$ cat config.mk
export PLATFORM = sky130hd
export DESIGN_NAME = aio_top
export DESIGN_NICKNAME = d
export VERILOG_FILES = /design/src/aio_pkg.sv /design/src/aio_chan_if.sv /design/src/aio_ain_det.sv /design/src/aio_aout_ch.sv /design/src/aio_top.sv
export SDC_FILE = /design/constraint.sdc
export NUM_CORES = 2
export LEC_CHECK = 0
export ABC_AREA = 1
export BUFFER_PORTS_ARGS = -buffer_cell sky130_fd_sc_hd__buf_2
export CAP_MARGIN = 15
export CORE_MARGIN = 5
export CORE_UTILIZATION = 57
export DETAILED_ROUTE_END_ITERATION = 16
export MAX_ROUTING_LAYER = met4
export PLACE_DENSITY = 0.75
export REMOVE_ABC_BUFFERS = 1
export SLEW_MARGIN = 20
export SYNTH_ARGS = -nofsm -noshare
export SYNTH_HDL_FRONTEND = slang
export SYNTH_SLANG_ARGS = --single-unit
export TNS_END_PERCENT = 50
$ cat constraint.sdc
create_clock -name ref_clk -period 3.7 [get_ports ref_clk]
set_clock_uncertainty 0.15 [all_clocks]
set_input_delay 0.74 -clock ref_clk [delete_from_list [all_inputs] [get_ports ref_clk]]
set_output_delay 0.74 -clock ref_clk [all_outputs]
set_load 0.01 [all_outputs]
$ cat src/aio_pkg.sv
// Constants and types shared by the analog I/O event and fault logic
package aio_pkg;
    // ------------------------------------------------------------
    // Sizes
    // ------------------------------------------------------------
    localparam int AIO_NCH = 4;
    localparam int AIO_NAO = 4;
    localparam int AIO_NERR = 4;
    localparam int AIO_DW = 16;
    localparam int AIO_AW = 24;
    localparam int AIO_CW = 2;
    localparam int AIO_SW = AIO_NCH + 1;
    localparam int AIO_STAT_ERR = AIO_NCH;
    // ------------------------------------------------------------
    // Object indexes, address is {index, sub-index}
    // ------------------------------------------------------------
    localparam logic [15:0] AIO_OBJ_AIN = 16'h6401;
    localparam logic [15:0] AIO_OBJ_AOUT = 16'h6411;
    localparam logic [15:0] AIO_OBJ_TRIG = 16'h6421;
    localparam logic [15:0] AIO_OBJ_GEN = 16'h6423;
    localparam logic [15:0] AIO_OBJ_UPPER = 16'h6424;
    localparam logic [15:0] AIO_OBJ_LOWER = 16'h6425;
    localparam logic [15:0] AIO_OBJ_DELTA = 16'h6426;
    localparam logic [15:0] AIO_OBJ_NEGD = 16'h6427;
    localparam logic [15:0] AIO_OBJ_POSD = 16'h6428;
    localparam logic [15:0] AIO_OBJ_EMODE = 16'h6443;
    localparam logic [15:0] AIO_OBJ_EVAL = 16'h6444;
    localparam logic [15:0] AIO_OBJ_IRQ_STAT = 16'h5F00;
    localparam logic [15:0] AIO_OBJ_IRQ_MASK = 16'h5F01;
    localparam logic [15:0] AIO_OBJ_FAULT = 16'h5F02;
    localparam logic [7:0] AIO_SUB_COUNT = 8'h00;
    // ------------------------------------------------------------
    // Trigger selection bits and reset values
    // ------------------------------------------------------------
    localparam int AIO_TRIG_UPPER = 0;
    localparam int AIO_TRIG_LOWER = 1;
    localparam int AIO_TRIG_DELTA = 2;
    localparam int AIO_TRIG_NEGD = 3;
    localparam int AIO_TRIG_POSD = 4;
    localparam int AIO_TRIG_USED = 5;
    localparam int AIO_EMODE_BIT = 0;
    localparam logic [7:0] AIO_TRIG_RST = 8'h07;
    localparam logic [7:0] AIO_GEN_RST = 8'h00;
    localparam logic [15:0] AIO_LIMIT_RST = 16'h0000;
    localparam logic [15:0] AIO_EMODE_RST = 16'h0001;
    localparam logic [15:0] AIO_EVAL_RST = 16'h0000;
    localparam logic [15:0] AIO_AOUT_RST = 16'h0000;
    localparam logic [AIO_SW-1:0] AIO_MASK_RST = '0;

    typedef logic [AIO_DW-1:0] aio_word_t;
endpackage

$ cat src/aio_chan_if.sv
// Per-channel configuration bundle between the register file and a detector
`timescale 1ns/1ps
`default_nettype none
interface aio_chan_if;
    logic [7:0] trig_sel;
    logic glob_en;
    logic [15:0] upper;
    logic [15:0] lower;
    logic [15:0] delta;
    logic [15:0] neg_delta;
    logic [15:0] pos_delta;
    modport cfg (output trig_sel, glob_en, upper, lower, delta, neg_delta, pos_delta);
    modport det (input trig_sel, glob_en, upper, lower, delta, neg_delta, pos_delta);
endinterface
`default_nettype wire

$ cat src/aio_ain_det.sv
// One analog input channel: sample holder, event detector and delta reference
`timescale 1ns/1ps
`default_nettype none
module aio_ain_det
    import aio_pkg::*;
(
    input wire logic ref_clk,
    input wire logic arst_n,
    aio_chan_if.det cfg,
    input wire logic strobe,
    input wire logic [15:0] value,
    output logic [15:0] cur,
    output logic [15:0] last_sent,
    output logic fire
);
    logic [16:0] rise;
    logic [16:0] fall;
    logic changed, up_hit, lo_hit, d_hit, n_hit, p_hit;
    logic lim_sel, dlt_sel, lim_ok, dlt_ok, next_fire;

    // ------------------------------------------------------------
    // Conditions, all limits compared on the full left-adjusted word
    // ------------------------------------------------------------
    assign rise = {1'b0, value} - {1'b0, last_sent};
    assign fall = {1'b0, last_sent} - {1'b0, value};
    assign changed = strobe && (value != cur);
    assign up_hit = value >= cfg.upper;
    assign lo_hit = value < cfg.lower;
    assign p_hit = (value > last_sent) && (rise[15:0] > cfg.pos_delta);
    assign n_hit = (value < last_sent) && (fall[15:0] > cfg.neg_delta);
    assign d_hit = (value > last_sent) ? (rise[15:0] > cfg.delta)
                                       : (fall[15:0] > cfg.delta);
    assign lim_sel = cfg.trig_sel[AIO_TRIG_UPPER] | cfg.trig_sel[AIO_TRIG_LOWER];
    assign dlt_sel = |cfg.trig_sel[AIO_TRIG_POSD:AIO_TRIG_DELTA];
    assign lim_ok = (cfg.trig_sel[AIO_TRIG_UPPER] & up_hit)
                  | (cfg.trig_sel[AIO_TRIG_LOWER] & lo_hit);
    assign dlt_ok = (cfg.trig_sel[AIO_TRIG_DELTA] & d_hit)
                  | (cfg.trig_sel[AIO_TRIG_NEGD] & n_hit)
                  | (cfg.trig_sel[AIO_TRIG_POSD] & p_hit);
    // A selected delta must also be met before a limit may fire
    assign next_fire = changed && cfg.glob_en
                     && (lim_sel ? (lim_ok && (!dlt_sel || dlt_ok)) : dlt_ok);

    always_ff @(posedge ref_clk or negedge arst_n) begin
        if (!arst_n) begin
            cur <= 16'h0000;
        end else if (strobe) begin
            cur <= value;
        end
    end

    always_ff @(posedge ref_clk or negedge arst_n) begin
        if (!arst_n) begin
            last_sent <= 16'h0000;
            fire <= 1'b0;
        end else begin
            fire <= next_fire;
            if (next_fire) begin
                last_sent <= value;
            end
        end
    end
endmodule
`default_nettype wire

$ cat src/aio_aout_ch.sv
// One analog output channel with its fault substitution
`timescale 1ns/1ps
`default_nettype none
module aio_aout_ch
    import aio_pkg::*;
#(
    parameter bit HAS_ENTRY = 1'b1
) (
    input wire logic ref_clk,
    input wire logic arst_n,
    input wire logic wr_en,
    input wire logic [15:0] wr_value,
    input wire logic err_enter,
    input wire logic err_mode,
    input wire logic [15:0] err_value,
    output logic [15:0] value
);
    // Fault is applied once on entry; later writes are accepted again
    always_ff @(posedge ref_clk or negedge arst_n) begin
        if (!arst_n) begin
            value <= AIO_AOUT_RST;
        end else if (err_enter && !HAS_ENTRY) begin
            value <= 16'h0000;
        end else if (err_enter && err_mode) begin
            value <= err_value;
        end else if (wr_en) begin
            value <= wr_value;
        end
    end
endmodule
`default_nettype wire

$ cat src/aio_top.sv
// Analog I/O register file, input event detection and output fault logic
`timescale 1ns/1ps
`default_nettype none
// How it works
// - Each analog input is 16 bits; channel 1 is nearest the adapter.
// - Each analog output is 16 bits; channel 1 is nearest the adapter.
// - Trigger bits: upper, lower, delta, negative delta, positive delta; rest reserved.
// - A set trigger bit enables its event; clear bits never interrupt.
// - Without configuration the trigger selection acts at its default value.
// - Global enable gates all input interrupts, masks untouched.
// - After reset no input raises an interrupt until configured.
// - Upper event when input is equal to or above the upper limit.
// - Lower event when input is strictly below the lower limit.
// - Limits are left-adjusted, compared against the full input word.
// - While a limit holds, each input change fires again unless delta also applies.
// - Delta event when input moves beyond delta from last sent value.
// - Negative delta event when input drops beyond it below last sent.
// - Positive delta event when input rises beyond it above last sent.
// - Stop or guard failure is an error; mode-bit outputs take error value.
// - When the error clears, outputs keep their present values.
// - Outputs without an error value entry go to zero on error.
// - Error value applies only when the channel's mode bit is set.
module aio_top
    import aio_pkg::*;
(
    input wire logic ref_clk,
    input wire logic arst_n,
    input wire logic [AIO_AW-1:0] bus_addr,
    input wire logic [AIO_DW-1:0] bus_wdata,
    input wire logic bus_wr,
    input wire logic bus_rd,
    output logic [AIO_DW-1:0] bus_rdata,
    input wire logic [AIO_NCH-1:0][15:0] ain_value,
    input wire logic [AIO_NCH-1:0] ain_strobe,
    input wire logic nmt_stopped,
    input wire logic guard_failed,
    output logic [AIO_NCH-1:0] ain_event,
    output logic [AIO_NCH-1:0][15:0] ain_sent,
    output logic [AIO_NAO-1:0][15:0] aout_value,
    output logic fault_active,
    output logic irq
);
    // ------------------------------------------------------------
    // Register storage
    // ------------------------------------------------------------
    logic [AIO_NCH-1:0][7:0] trig_sel;
    logic [7:0] glob_en;
    logic [AIO_NCH-1:0][15:0] upper;
    logic [AIO_NCH-1:0][15:0] lower;
    logic [AIO_NCH-1:0][15:0] delta;
    logic [AIO_NCH-1:0][15:0] neg_delta;
    logic [AIO_NCH-1:0][15:0] pos_delta;
    logic [AIO_NAO-1:0][15:0] err_mode;
    logic [AIO_NERR-1:0][15:0] err_value;
    logic [AIO_SW-1:0] irq_stat;
    logic [AIO_SW-1:0] irq_mask;
    logic [AIO_NCH-1:0][15:0] ain_cur;
    logic fault_q;
    logic err_now;
    logic err_enter;

    // ------------------------------------------------------------
    // Address decode
    // ------------------------------------------------------------
    logic [15:0] obj;
    logic [7:0] sub;
    logic [7:0] sidx;
    logic in_ch;
    logic in_ao;
    logic in_ev;
    logic [AIO_CW-1:0] ci;
    logic [AIO_NAO-1:0] aout_wr;

    assign obj = bus_addr[23:8];
    assign sub = bus_addr[7:0];
    assign sidx = sub - 8'h01;
    assign ci = sidx[AIO_CW-1:0];
    assign in_ch = (sub != AIO_SUB_COUNT) && (sub <= 8'(AIO_NCH));
    assign in_ao = (sub != AIO_SUB_COUNT) && (sub <= 8'(AIO_NAO));
    assign in_ev = (sub != AIO_SUB_COUNT) && (sub <= 8'(AIO_NERR));

    // ------------------------------------------------------------
    // Input configuration writes
    // ------------------------------------------------------------
    always_ff @(posedge ref_clk or negedge arst_n) begin
        if (!arst_n) begin
            for (int i = 0; i < AIO_NCH; i++) begin
                trig_sel[i] <= AIO_TRIG_RST;
                upper[i] <= AIO_LIMIT_RST;
                lower[i] <= AIO_LIMIT_RST;
                delta[i] <= AIO_LIMIT_RST;
                neg_delta[i] <= AIO_LIMIT_RST;
                pos_delta[i] <= AIO_LIMIT_RST;
            end
        end else if (bus_wr && in_ch) begin
            for (int i = 0; i < AIO_NCH; i++) begin
                if (sub == 8'(i + 1)) begin
                    case (obj)
                        AIO_OBJ_TRIG: begin
                            // Reserved selection bits stay zero
                            trig_sel[i] <= {3'b000, bus_wdata[AIO_TRIG_USED-1:0]};
                        end
                        AIO_OBJ_UPPER: upper[i] <= bus_wdata;
                        AIO_OBJ_LOWER: lower[i] <= bus_wdata;
                        AIO_OBJ_DELTA: delta[i] <= bus_wdata;
                        AIO_OBJ_NEGD: neg_delta[i] <= bus_wdata;
                        AIO_OBJ_POSD: pos_delta[i] <= bus_wdata;
                        default: begin
                        end
                    endcase
                end
            end
        end
    end

    always_ff @(posedge ref_clk or negedge arst_n) begin
        if (!arst_n) begin
            glob_en <= AIO_GEN_RST;
        end else if (bus_wr && obj == AIO_OBJ_GEN && sub == AIO_SUB_COUNT) begin
            glob_en <= {7'h00, bus_wdata[0]};
        end
    end

    // ------------------------------------------------------------
    // Output fault configuration writes
    // ------------------------------------------------------------
    always_ff @(posedge ref_clk or negedge arst_n) begin
        if (!arst_n) begin
            for (int i = 0; i < AIO_NAO; i++) begin
                err_mode[i] <= AIO_EMODE_RST;
            end
            for (int i = 0; i < AIO_NERR; i++) begin
                err_value[i] <= AIO_EVAL_RST;
            end
        end else if (bus_wr) begin
            for (int i = 0; i < AIO_NAO; i++) begin
                if (obj == AIO_OBJ_EMODE && in_ao && sub == 8'(i + 1)) begin
                    err_mode[i] <= bus_wdata;
                end
            end
            for (int i = 0; i < AIO_NERR; i++) begin
                if (obj == AIO_OBJ_EVAL && in_ev && sub == 8'(i + 1)) begin
                    err_value[i] <= bus_wdata;
                end
            end
        end
    end

    // ------------------------------------------------------------
    // Fault detection
    // ------------------------------------------------------------
    // Both causes come from the adapter's own state logic on this clock
    assign err_now = nmt_stopped | guard_failed;
    assign err_enter = err_now && !fault_q;

    always_ff @(posedge ref_clk or negedge arst_n) begin
        if (!arst_n) begin
            fault_q <= 1'b0;
        end else begin
            fault_q <= err_now;
        end
    end

    assign fault_active = fault_q;

    // ------------------------------------------------------------
    // Interrupt status and mask
    // ------------------------------------------------------------
    logic [AIO_SW-1:0] stat_set;
    logic [AIO_SW-1:0] stat_clr;

    assign stat_set = {err_enter, ain_event};
    assign stat_clr = (bus_wr && obj == AIO_OBJ_IRQ_STAT && sub == AIO_SUB_COUNT)
                    ? bus_wdata[AIO_SW-1:0] : '0;

    // A new event in the clearing cycle is kept
    always_ff @(posedge ref_clk or negedge arst_n) begin
        if (!arst_n) begin
            irq_stat <= '0;
        end else begin
            irq_stat <= (irq_stat & ~stat_clr) | stat_set;
        end
    end

    always_ff @(posedge ref_clk or negedge arst_n) begin
        if (!arst_n) begin
            irq_mask <= AIO_MASK_RST;
        end else if (bus_wr && obj == AIO_OBJ_IRQ_MASK && sub == AIO_SUB_COUNT) begin
            irq_mask <= bus_wdata[AIO_SW-1:0];
        end
    end

    assign irq = |(irq_stat & irq_mask);

    // ------------------------------------------------------------
    // Input channels, index 0 is sub-index 1 nearest the adapter
    // ------------------------------------------------------------
    for (genvar g = 0; g < AIO_NCH; g++) begin : g_ain
        aio_chan_if u_cfg ();
        assign u_cfg.trig_sel = trig_sel[g];
        assign u_cfg.glob_en = glob_en[0];
        assign u_cfg.upper = upper[g];
        assign u_cfg.lower = lower[g];
        assign u_cfg.delta = delta[g];
        assign u_cfg.neg_delta = neg_delta[g];
        assign u_cfg.pos_delta = pos_delta[g];

        aio_ain_det u_det (
            .ref_clk(ref_clk),
            .arst_n(arst_n),
            .cfg(u_cfg.det),
            .strobe(ain_strobe[g]),
            .value(ain_value[g]),
            .cur(ain_cur[g]),
            .last_sent(ain_sent[g]),
            .fire(ain_event[g])
        );
    end

    // ------------------------------------------------------------
    // Output channels
    // ------------------------------------------------------------
    for (genvar g = 0; g < AIO_NAO; g++) begin : g_aout
        localparam bit HAS = (g < AIO_NERR);
        logic [15:0] ev;
        if (HAS) begin : g_ev
            assign ev = err_value[g];
        end else begin : g_noev
            assign ev = 16'h0000;
        end
        assign aout_wr[g] = bus_wr && obj == AIO_OBJ_AOUT && in_ao && sub == 8'(g + 1);

        aio_aout_ch #(
            .HAS_ENTRY(HAS)
        ) u_ch (
            .ref_clk(ref_clk),
            .arst_n(arst_n),
            .wr_en(aout_wr[g]),
            .wr_value(bus_wdata),
            .err_enter(err_enter),
            .err_mode(err_mode[g][AIO_EMODE_BIT]),
            .err_value(ev),
            .value(aout_value[g])
        );
    end

    // ------------------------------------------------------------
    // Read data, one cycle after the read strobe
    // ------------------------------------------------------------
    logic [15:0] next_rdata;

    always_comb begin
        next_rdata = 16'h0000;
        if (sub == AIO_SUB_COUNT) begin
            case (obj)
                AIO_OBJ_AIN, AIO_OBJ_TRIG, AIO_OBJ_UPPER, AIO_OBJ_LOWER,
                AIO_OBJ_DELTA, AIO_OBJ_NEGD, AIO_OBJ_POSD: next_rdata = 16'(AIO_NCH);
                AIO_OBJ_AOUT, AIO_OBJ_EMODE: next_rdata = 16'(AIO_NAO);
                AIO_OBJ_EVAL: next_rdata = 16'(AIO_NERR);
                AIO_OBJ_GEN: next_rdata = {8'h00, glob_en};
                AIO_OBJ_IRQ_STAT: next_rdata = 16'(irq_stat);
                AIO_OBJ_IRQ_MASK: next_rdata = 16'(irq_mask);
                AIO_OBJ_FAULT: next_rdata = {15'h0000, fault_q};
                default: next_rdata = 16'h0000;
            endcase
        end else begin
            case (obj)
                AIO_OBJ_AIN: next_rdata = in_ch ? ain_cur[ci] : 16'h0000;
                AIO_OBJ_TRIG: next_rdata = in_ch ? {8'h00, trig_sel[ci]} : 16'h0000;
                AIO_OBJ_UPPER: next_rdata = in_ch ? upper[ci] : 16'h0000;
                AIO_OBJ_LOWER: next_rdata = in_ch ? lower[ci] : 16'h0000;
                AIO_OBJ_DELTA: next_rdata = in_ch ? delta[ci] : 16'h0000;
                AIO_OBJ_NEGD: next_rdata = in_ch ? neg_delta[ci] : 16'h0000;
                AIO_OBJ_POSD: next_rdata = in_ch ? pos_delta[ci] : 16'h0000;
                AIO_OBJ_AOUT: next_rdata = in_ao ? aout_value[ci] : 16'h0000;
                AIO_OBJ_EMODE: next_rdata = in_ao ? err_mode[ci] : 16'h0000;
                AIO_OBJ_EVAL: next_rdata = in_ev ? err_value[ci] : 16'h0000;
                default: next_rdata = 16'h0000;
            endcase
        end
    end

    always_ff @(posedge ref_clk or negedge arst_n) begin
        if (!arst_n) begin
            bus_rdata <= 16'h0000;
        end else if (bus_rd) begin
            bus_rdata <= next_rdata;
        end else begin
            bus_rdata <= 16'h0000;
        end
    end

    // ------------------------------------------------------------
    // Checks on the channels and outputs that carry each setting
    // ------------------------------------------------------------
    AST_GLOBAL_GATE: assert property (@(posedge ref_clk) disable iff (!arst_n)
        !glob_en[0] |=> (ain_event == '0))
        else $error("event while global enable is off");

    AST_NO_SELECT: assert property (@(posedge ref_clk) disable iff (!arst_n)
        (trig_sel[3][4:0] == 5'h00) |=> !ain_event[3])
        else $error("event with empty trigger selection");

    AST_UPPER_HIT: assert property (@(posedge ref_clk) disable iff (!arst_n)
        (glob_en[0] && trig_sel[0][4:0] == 5'h01 && ain_strobe[0]
         && ain_value[0] != ain_cur[0] && ain_value[0] >= upper[0]) |=> ain_event[0])
        else $error("upper limit event missing");

    AST_LOWER_EDGE: assert property (@(posedge ref_clk) disable iff (!arst_n)
        (trig_sel[1][4:0] == 5'h02 && ain_value[1] == lower[1]) |=> !ain_event[1])
        else $error("lower limit fired at equal value");

    AST_POS_DELTA: assert property (@(posedge ref_clk) disable iff (!arst_n)
        (glob_en[0] && trig_sel[2][4:0] == 5'h10 && ain_strobe[2]
         && ain_value[2] > ain_sent[2]
         && 17'(ain_value[2]) - 17'(ain_sent[2]) > 17'(pos_delta[2])) |=> ain_event[2])
        else $error("positive delta event missing");

    AST_REF_UPDATE: assert property (@(posedge ref_clk) disable iff (!arst_n)
        ain_event[0] |-> (ain_sent[0] == ain_cur[0]) ##1 $stable(ain_sent[0]) || ain_event[0])
        else $error("reference not taken from sent value");

    AST_ERR_VALUE: assert property (@(posedge ref_clk) disable iff (!arst_n)
        (err_enter && err_mode[0][AIO_EMODE_BIT]) |=> (aout_value[0] == $past(err_value[0])))
        else $error("output did not take error value");

    AST_ERR_KEEP: assert property (@(posedge ref_clk) disable iff (!arst_n)
        (err_enter && !err_mode[1][AIO_EMODE_BIT]) |=> $stable(aout_value[1]))
        else $error("output changed without error mode");

    AST_ERR_CLEAR: assert property (@(posedge ref_clk) disable iff (!arst_n)
        (fault_q && !err_now && !aout_wr[0]) |=> $stable(aout_value[0]))
        else $error("output restored on error clear");

    AST_NEG_DELTA: assert property (@(posedge ref_clk) disable iff (!arst_n)
        (glob_en[0] && trig_sel[2][4:0] == 5'h08 && ain_strobe[2] && ain_value[2] < ain_sent[2]
         && 17'(ain_sent[2]) - 17'(ain_value[2]) > 17'(neg_delta[2])) |=> ain_event[2])
        else $error("negative delta event missing");

    AST_ERR_STATUS: assert property (@(posedge ref_clk) disable iff (!arst_n)
        stat_set[AIO_STAT_ERR] |=> irq_stat[AIO_STAT_ERR])
        else $error("fault entry not recorded in status");
endmodule
`default_nettype wire

==> results.toml <==
[status]
outcome = "complete, but fails checks"
violations = "negative setup slack"

[timing]
post-route-period-util_pct = 103.9
setup_slack_ns = -0.1457
finalHoldViolCount = 0
whs_ns = 0.1264
maxSlewViolCount = 0
tns_ns = -1.885
rsz0062_at_grt = "yes"
fmax_mhz = 260.0
tightest_slew_ns = 1.283
slew_headroom_pct = 14.38
fin_crit_ns = 3.846
finalSetupViolations = 29

[floorplan]
die_w_microns = 303.1
die_h_microns = 303.1
initial_core_util_pct = 57.50
core_region_area_sq_um = 85150
core.rowCount = 107
ios = 264
fp.dieArea_sq_um = 91850

[global_route]
track_usage_pct = 46.76
antenna_found_initial = 15
grt_max_degree = 127
grt_pass1_wl_mm = 309.1
grt_pass1_vias = 48414
grt_overflow_total = 0

[logic_synthesis]
synth-edff-count = 0
yosysWarnings = 0
ys.flop_type = "dfrtp_1"
synth.yosys.seq_area_share_pct = 35.41
yosysTopAreaCell = "dfrtp_1"
synth.avg_cell_area_sq_um = 7.360
ys_top_cells_by_area = "dfrtp_1, ha_1, nand2_1"
synth_async_sr_flop_share_pct = 100.0
mappedNetlistArea_sq_um = 48960
synth_top_area_share_pct = 34.55
yosys_register_bits = 692
yosys.cell_types.count = 57
syn_inst = 6652

[routing]
dr_total_vias = 51972
ant_nets = 0
finalWirelength_mm = 217.2
drc_errors = 0
dr.pass1.iters = 9
vias_per_cell = 6.071
drt_iter0_drc = 7430
wl_per_cell_microns = 25.38

[placement]
post-dp-hpwl_mm = 165.3
place_inst = 8360
io_buffers = 263
gp_congestion = 1.106

[pwr]
p_switching_mw = 6.011
leakagePower_nw = 29.71
power_mw = 19.67
switching_share_pct = 30.57
powerDensity_nw_per_um2 = 328.1
p_clk_share_pct = 42.8
vdd_ir_drop_max_mv = 0.3860
pwr-share-seq_pct = 39.2
combPwrFrac_pct = 18.0
p_int_mw = 13.66

[clock_network]
numCtsBuffers = 80
path_clk_slew_ns = 0.06
clock-sinks = 692
cts_tree = "built"
insertion_delay_ns = 0.68
htree_levels = 3
cts_root_buf = "clkbuf_16"
clockBufferDepth = 3

[hold_path]
hp-class = "input pin to register"

[setup_path]
arrival_ns = 4.26
r2r.worst_path.cells = 23
critPathCaptureType = "register"
worstPathRequired_ns = 4.11
r2r-end = "g_ain[3].u_det.last_sent[10]$_DFFE_PN0P_"
ff2ff_setup_slack_ns = -0.15
crit_path_end = "g_ain[3].u_det.last_sent[10]$_DFFE_PN0P_"
cp_max_fo = 8
start_kind = "register"
reg2reg_from = "g_ain[3].u_det.last_sent[0]$_DFFE_PN0P_"
startpoint = "g_ain[3].u_det.last_sent[0]$_DFFE_PN0P_"
worstSetupPathType = "register to register"

[cells_and_area]
fin_cells = 8561
fillers = 6992
multi_input_area_sq_um = 28280
syn_to_final_growth_pct = 22.43
drive_gt1_share_pct = 20.00
fin_nets = 7963
seqCellArea_sq_um = 17350
fin_util_pct = 70.40

[job]
maxCapViolCount = 0
==> worst min-delay path by stage <==
stage,slack [ns],end,start,cells after the start
after global placement,0.31,err_mode[35]$_DFFE_PN0P_,err_mode[35]$_DFFE_PN0P_,2
after detailed placement,0.32,err_mode[34]$_DFFE_PN0P_,err_mode[34]$_DFFE_PN0P_,2
after floorplan,0.29,bus_rdata[0]$_DFF_PN0_,arst_n,0
after CTS,0.11,fault_active$_DFF_PN0_,guard_failed,3
after global routing,0.15,fault_active$_DFF_PN0_,guard_failed,3
final,0.13,fault_active$_DFF_PN0_,guard_failed,3
==> flip-flops by register name, indices dropped and copies added, names as in the netlist <==
name,cells
err_mode,64
g_ain.u_cfg.delta,64
g_ain.u_cfg.lower,64
g_ain.u_cfg.neg_delta,64
g_ain.u_cfg.pos_delta,64
g_ain.u_cfg.upper,64
g_ain.u_det.cur,64
g_ain.u_det.last_sent,64
g_aout.ev,64
g_aout.u_ch.value,64
g_ain.u_cfg.trig_sel,20
bus_rdata,16
irq_mask,5
irq_stat,5
g_ain.u_det.fire,4
fault_active,1
glob_en,1
==> synthesized netlist by cell type, drive strengths merged, types with 3 or more instances <==
cell     number
dfrtp       676
o221ai        9
nor2        449
nand3       191
o22ai        28
a21oi       666
buf         124
o211ai       47
o2111ai      10
nand4       104
a211oi       13
a21o         10
a31oi        42
a22o          3
dfstp        16
fa            8
ha          504
o21bai       10
o21a         26
a21boi        7
xor2        107
nor4          9
a221oi        7
xnor2        46
o311a         4
clkinv        5
o21ai       855
nand2      1505
clkbuf      226
nand3b        4
inv         883
nor3         47
==> layout by cell type, fill, tap and decap left out, types with 27 or more instances in the layout <==
master | Yosys | final
o21ai_0 | 761 | 741
nor3_1 | 37 | 27
ha_4 | 0 | 40
nor2_1 | 431 | 409
a31oi_1 | 42 | 40
o21ai_1 | 93 | 103
nand2_2 | 27 | 80
inv_1 | 862 | 841
a21oi_1 | 662 | 611
ha_1 | 504 | 456
o22ai_1 | 28 | 28
clkbuf_16 | 0 | 82
o211ai_1 | 47 | 47
xnor2_1 | 46 | 42
inv_2 | 21 | 38
buf_2 | 95 | 261
buf_4 | 10 | 646
nand3_1 | 185 | 173
dfrtp_1 | 676 | 668
nand2_1 | 1474 | 1412
nand4_1 | 104 | 104
xor2_1 | 107 | 98
a21oi_2 | 4 | 49
==> metal layers <==
metal / routed length, microns / up-vias / track usage (%)
met5: 0 / - / -
met4: 15190 / 0 / 25.26
met3: 30860 / 737 / 15.06
met2: 88990 / 3614 / 64.98
met1: 82200 / 24400 / 60.70
li1: - / 23221 / -
==> through the flow <==
stage	setup WS, ns	instance area, sq um
4_1_cts	0.005839	58200
2_1_floorplan	-5.478	47360
5_1_grt	-0.2603	59930
3_5_place_dp	-0.6232	55280
6_report	-0.1457	59940
3_3_place_gp	-0.5929	55280
==> worst max-delay path: stages, from the launching register on <==
cell,delay [ns]
dfrtp_1,0.42
ha_2,0.23
inv_2,0.06
fa_2,0.40
nand4_1,0.15
nand2_2,0.11
inv_1,0.11
o221ai_1,0.13
xor2_1,0.22
ha_1,0.31
nand2_2,0.08
nor2_4,0.11
nand2_2,0.09
nor2_2,0.14
nand2_1,0.08
nand3_2,0.07
nand2_1,0.05
nand2_1,0.07
nand3_2,0.08
nand2_4,0.16
buf_6,0.13
nand3_4,0.17
nand2_2,0.17
nand2_2,0.05
==> area by class of cell <==
type                       count  area share [%]
tap                         1144           2.388
timing repair buffer         946           11.33
multi-input combinational   4729           47.18
clock buffer                 108           3.768
clock inverter                37          0.7410
sequential                   692           28.94
antenna                       17         0.07097
inverter                     888           5.582
==> power by group through the flow <==
stage          combinational (mW)  clock (mW)  sequential, mW
6_report                     3.55        8.42            7.70
5_1_grt                      3.77        8.69            7.71
4_1_cts                      3.26        8.39            7.70
3_5_place_dp                 3.22           0            7.84
3_3_place_gp                 3.16           0            7.84
2_1_floorplan                1.47           0            7.81
==> cells by family (layout without fill, tap and decap cells) <==
family | Yosys count | in the layout | share of synthesized area, %
XOR/XNOR | 153 | 153 | 2.737
multiplexers | 3 | 3 | 0.06645
AND/OR/NAND/NOR | 2315 | 2322 | 19.66
buffers and inverters | 1238 | 1979 | 10.07
AO/OA/AOI/OAI | 1739 | 1739 | 18.85
flip-flops | 692 | 692 | 35.41
other | 0 | 17 | 0
adder cells (fa/ha/maj) | 512 | 512 | 13.21
==> repair_timing <==
item | in CTS | in global routing
endpoints found under the setup margin | 66 | 68
hold endpoints to repair | 50 | 0
cloned | 4 | 5
pin swaps | 4 | 121
hold buffers | 1 | 0
buffers inserted | 5 | 27
resized for setup | 34 | 338
Power figures use the tool's default switching activity.
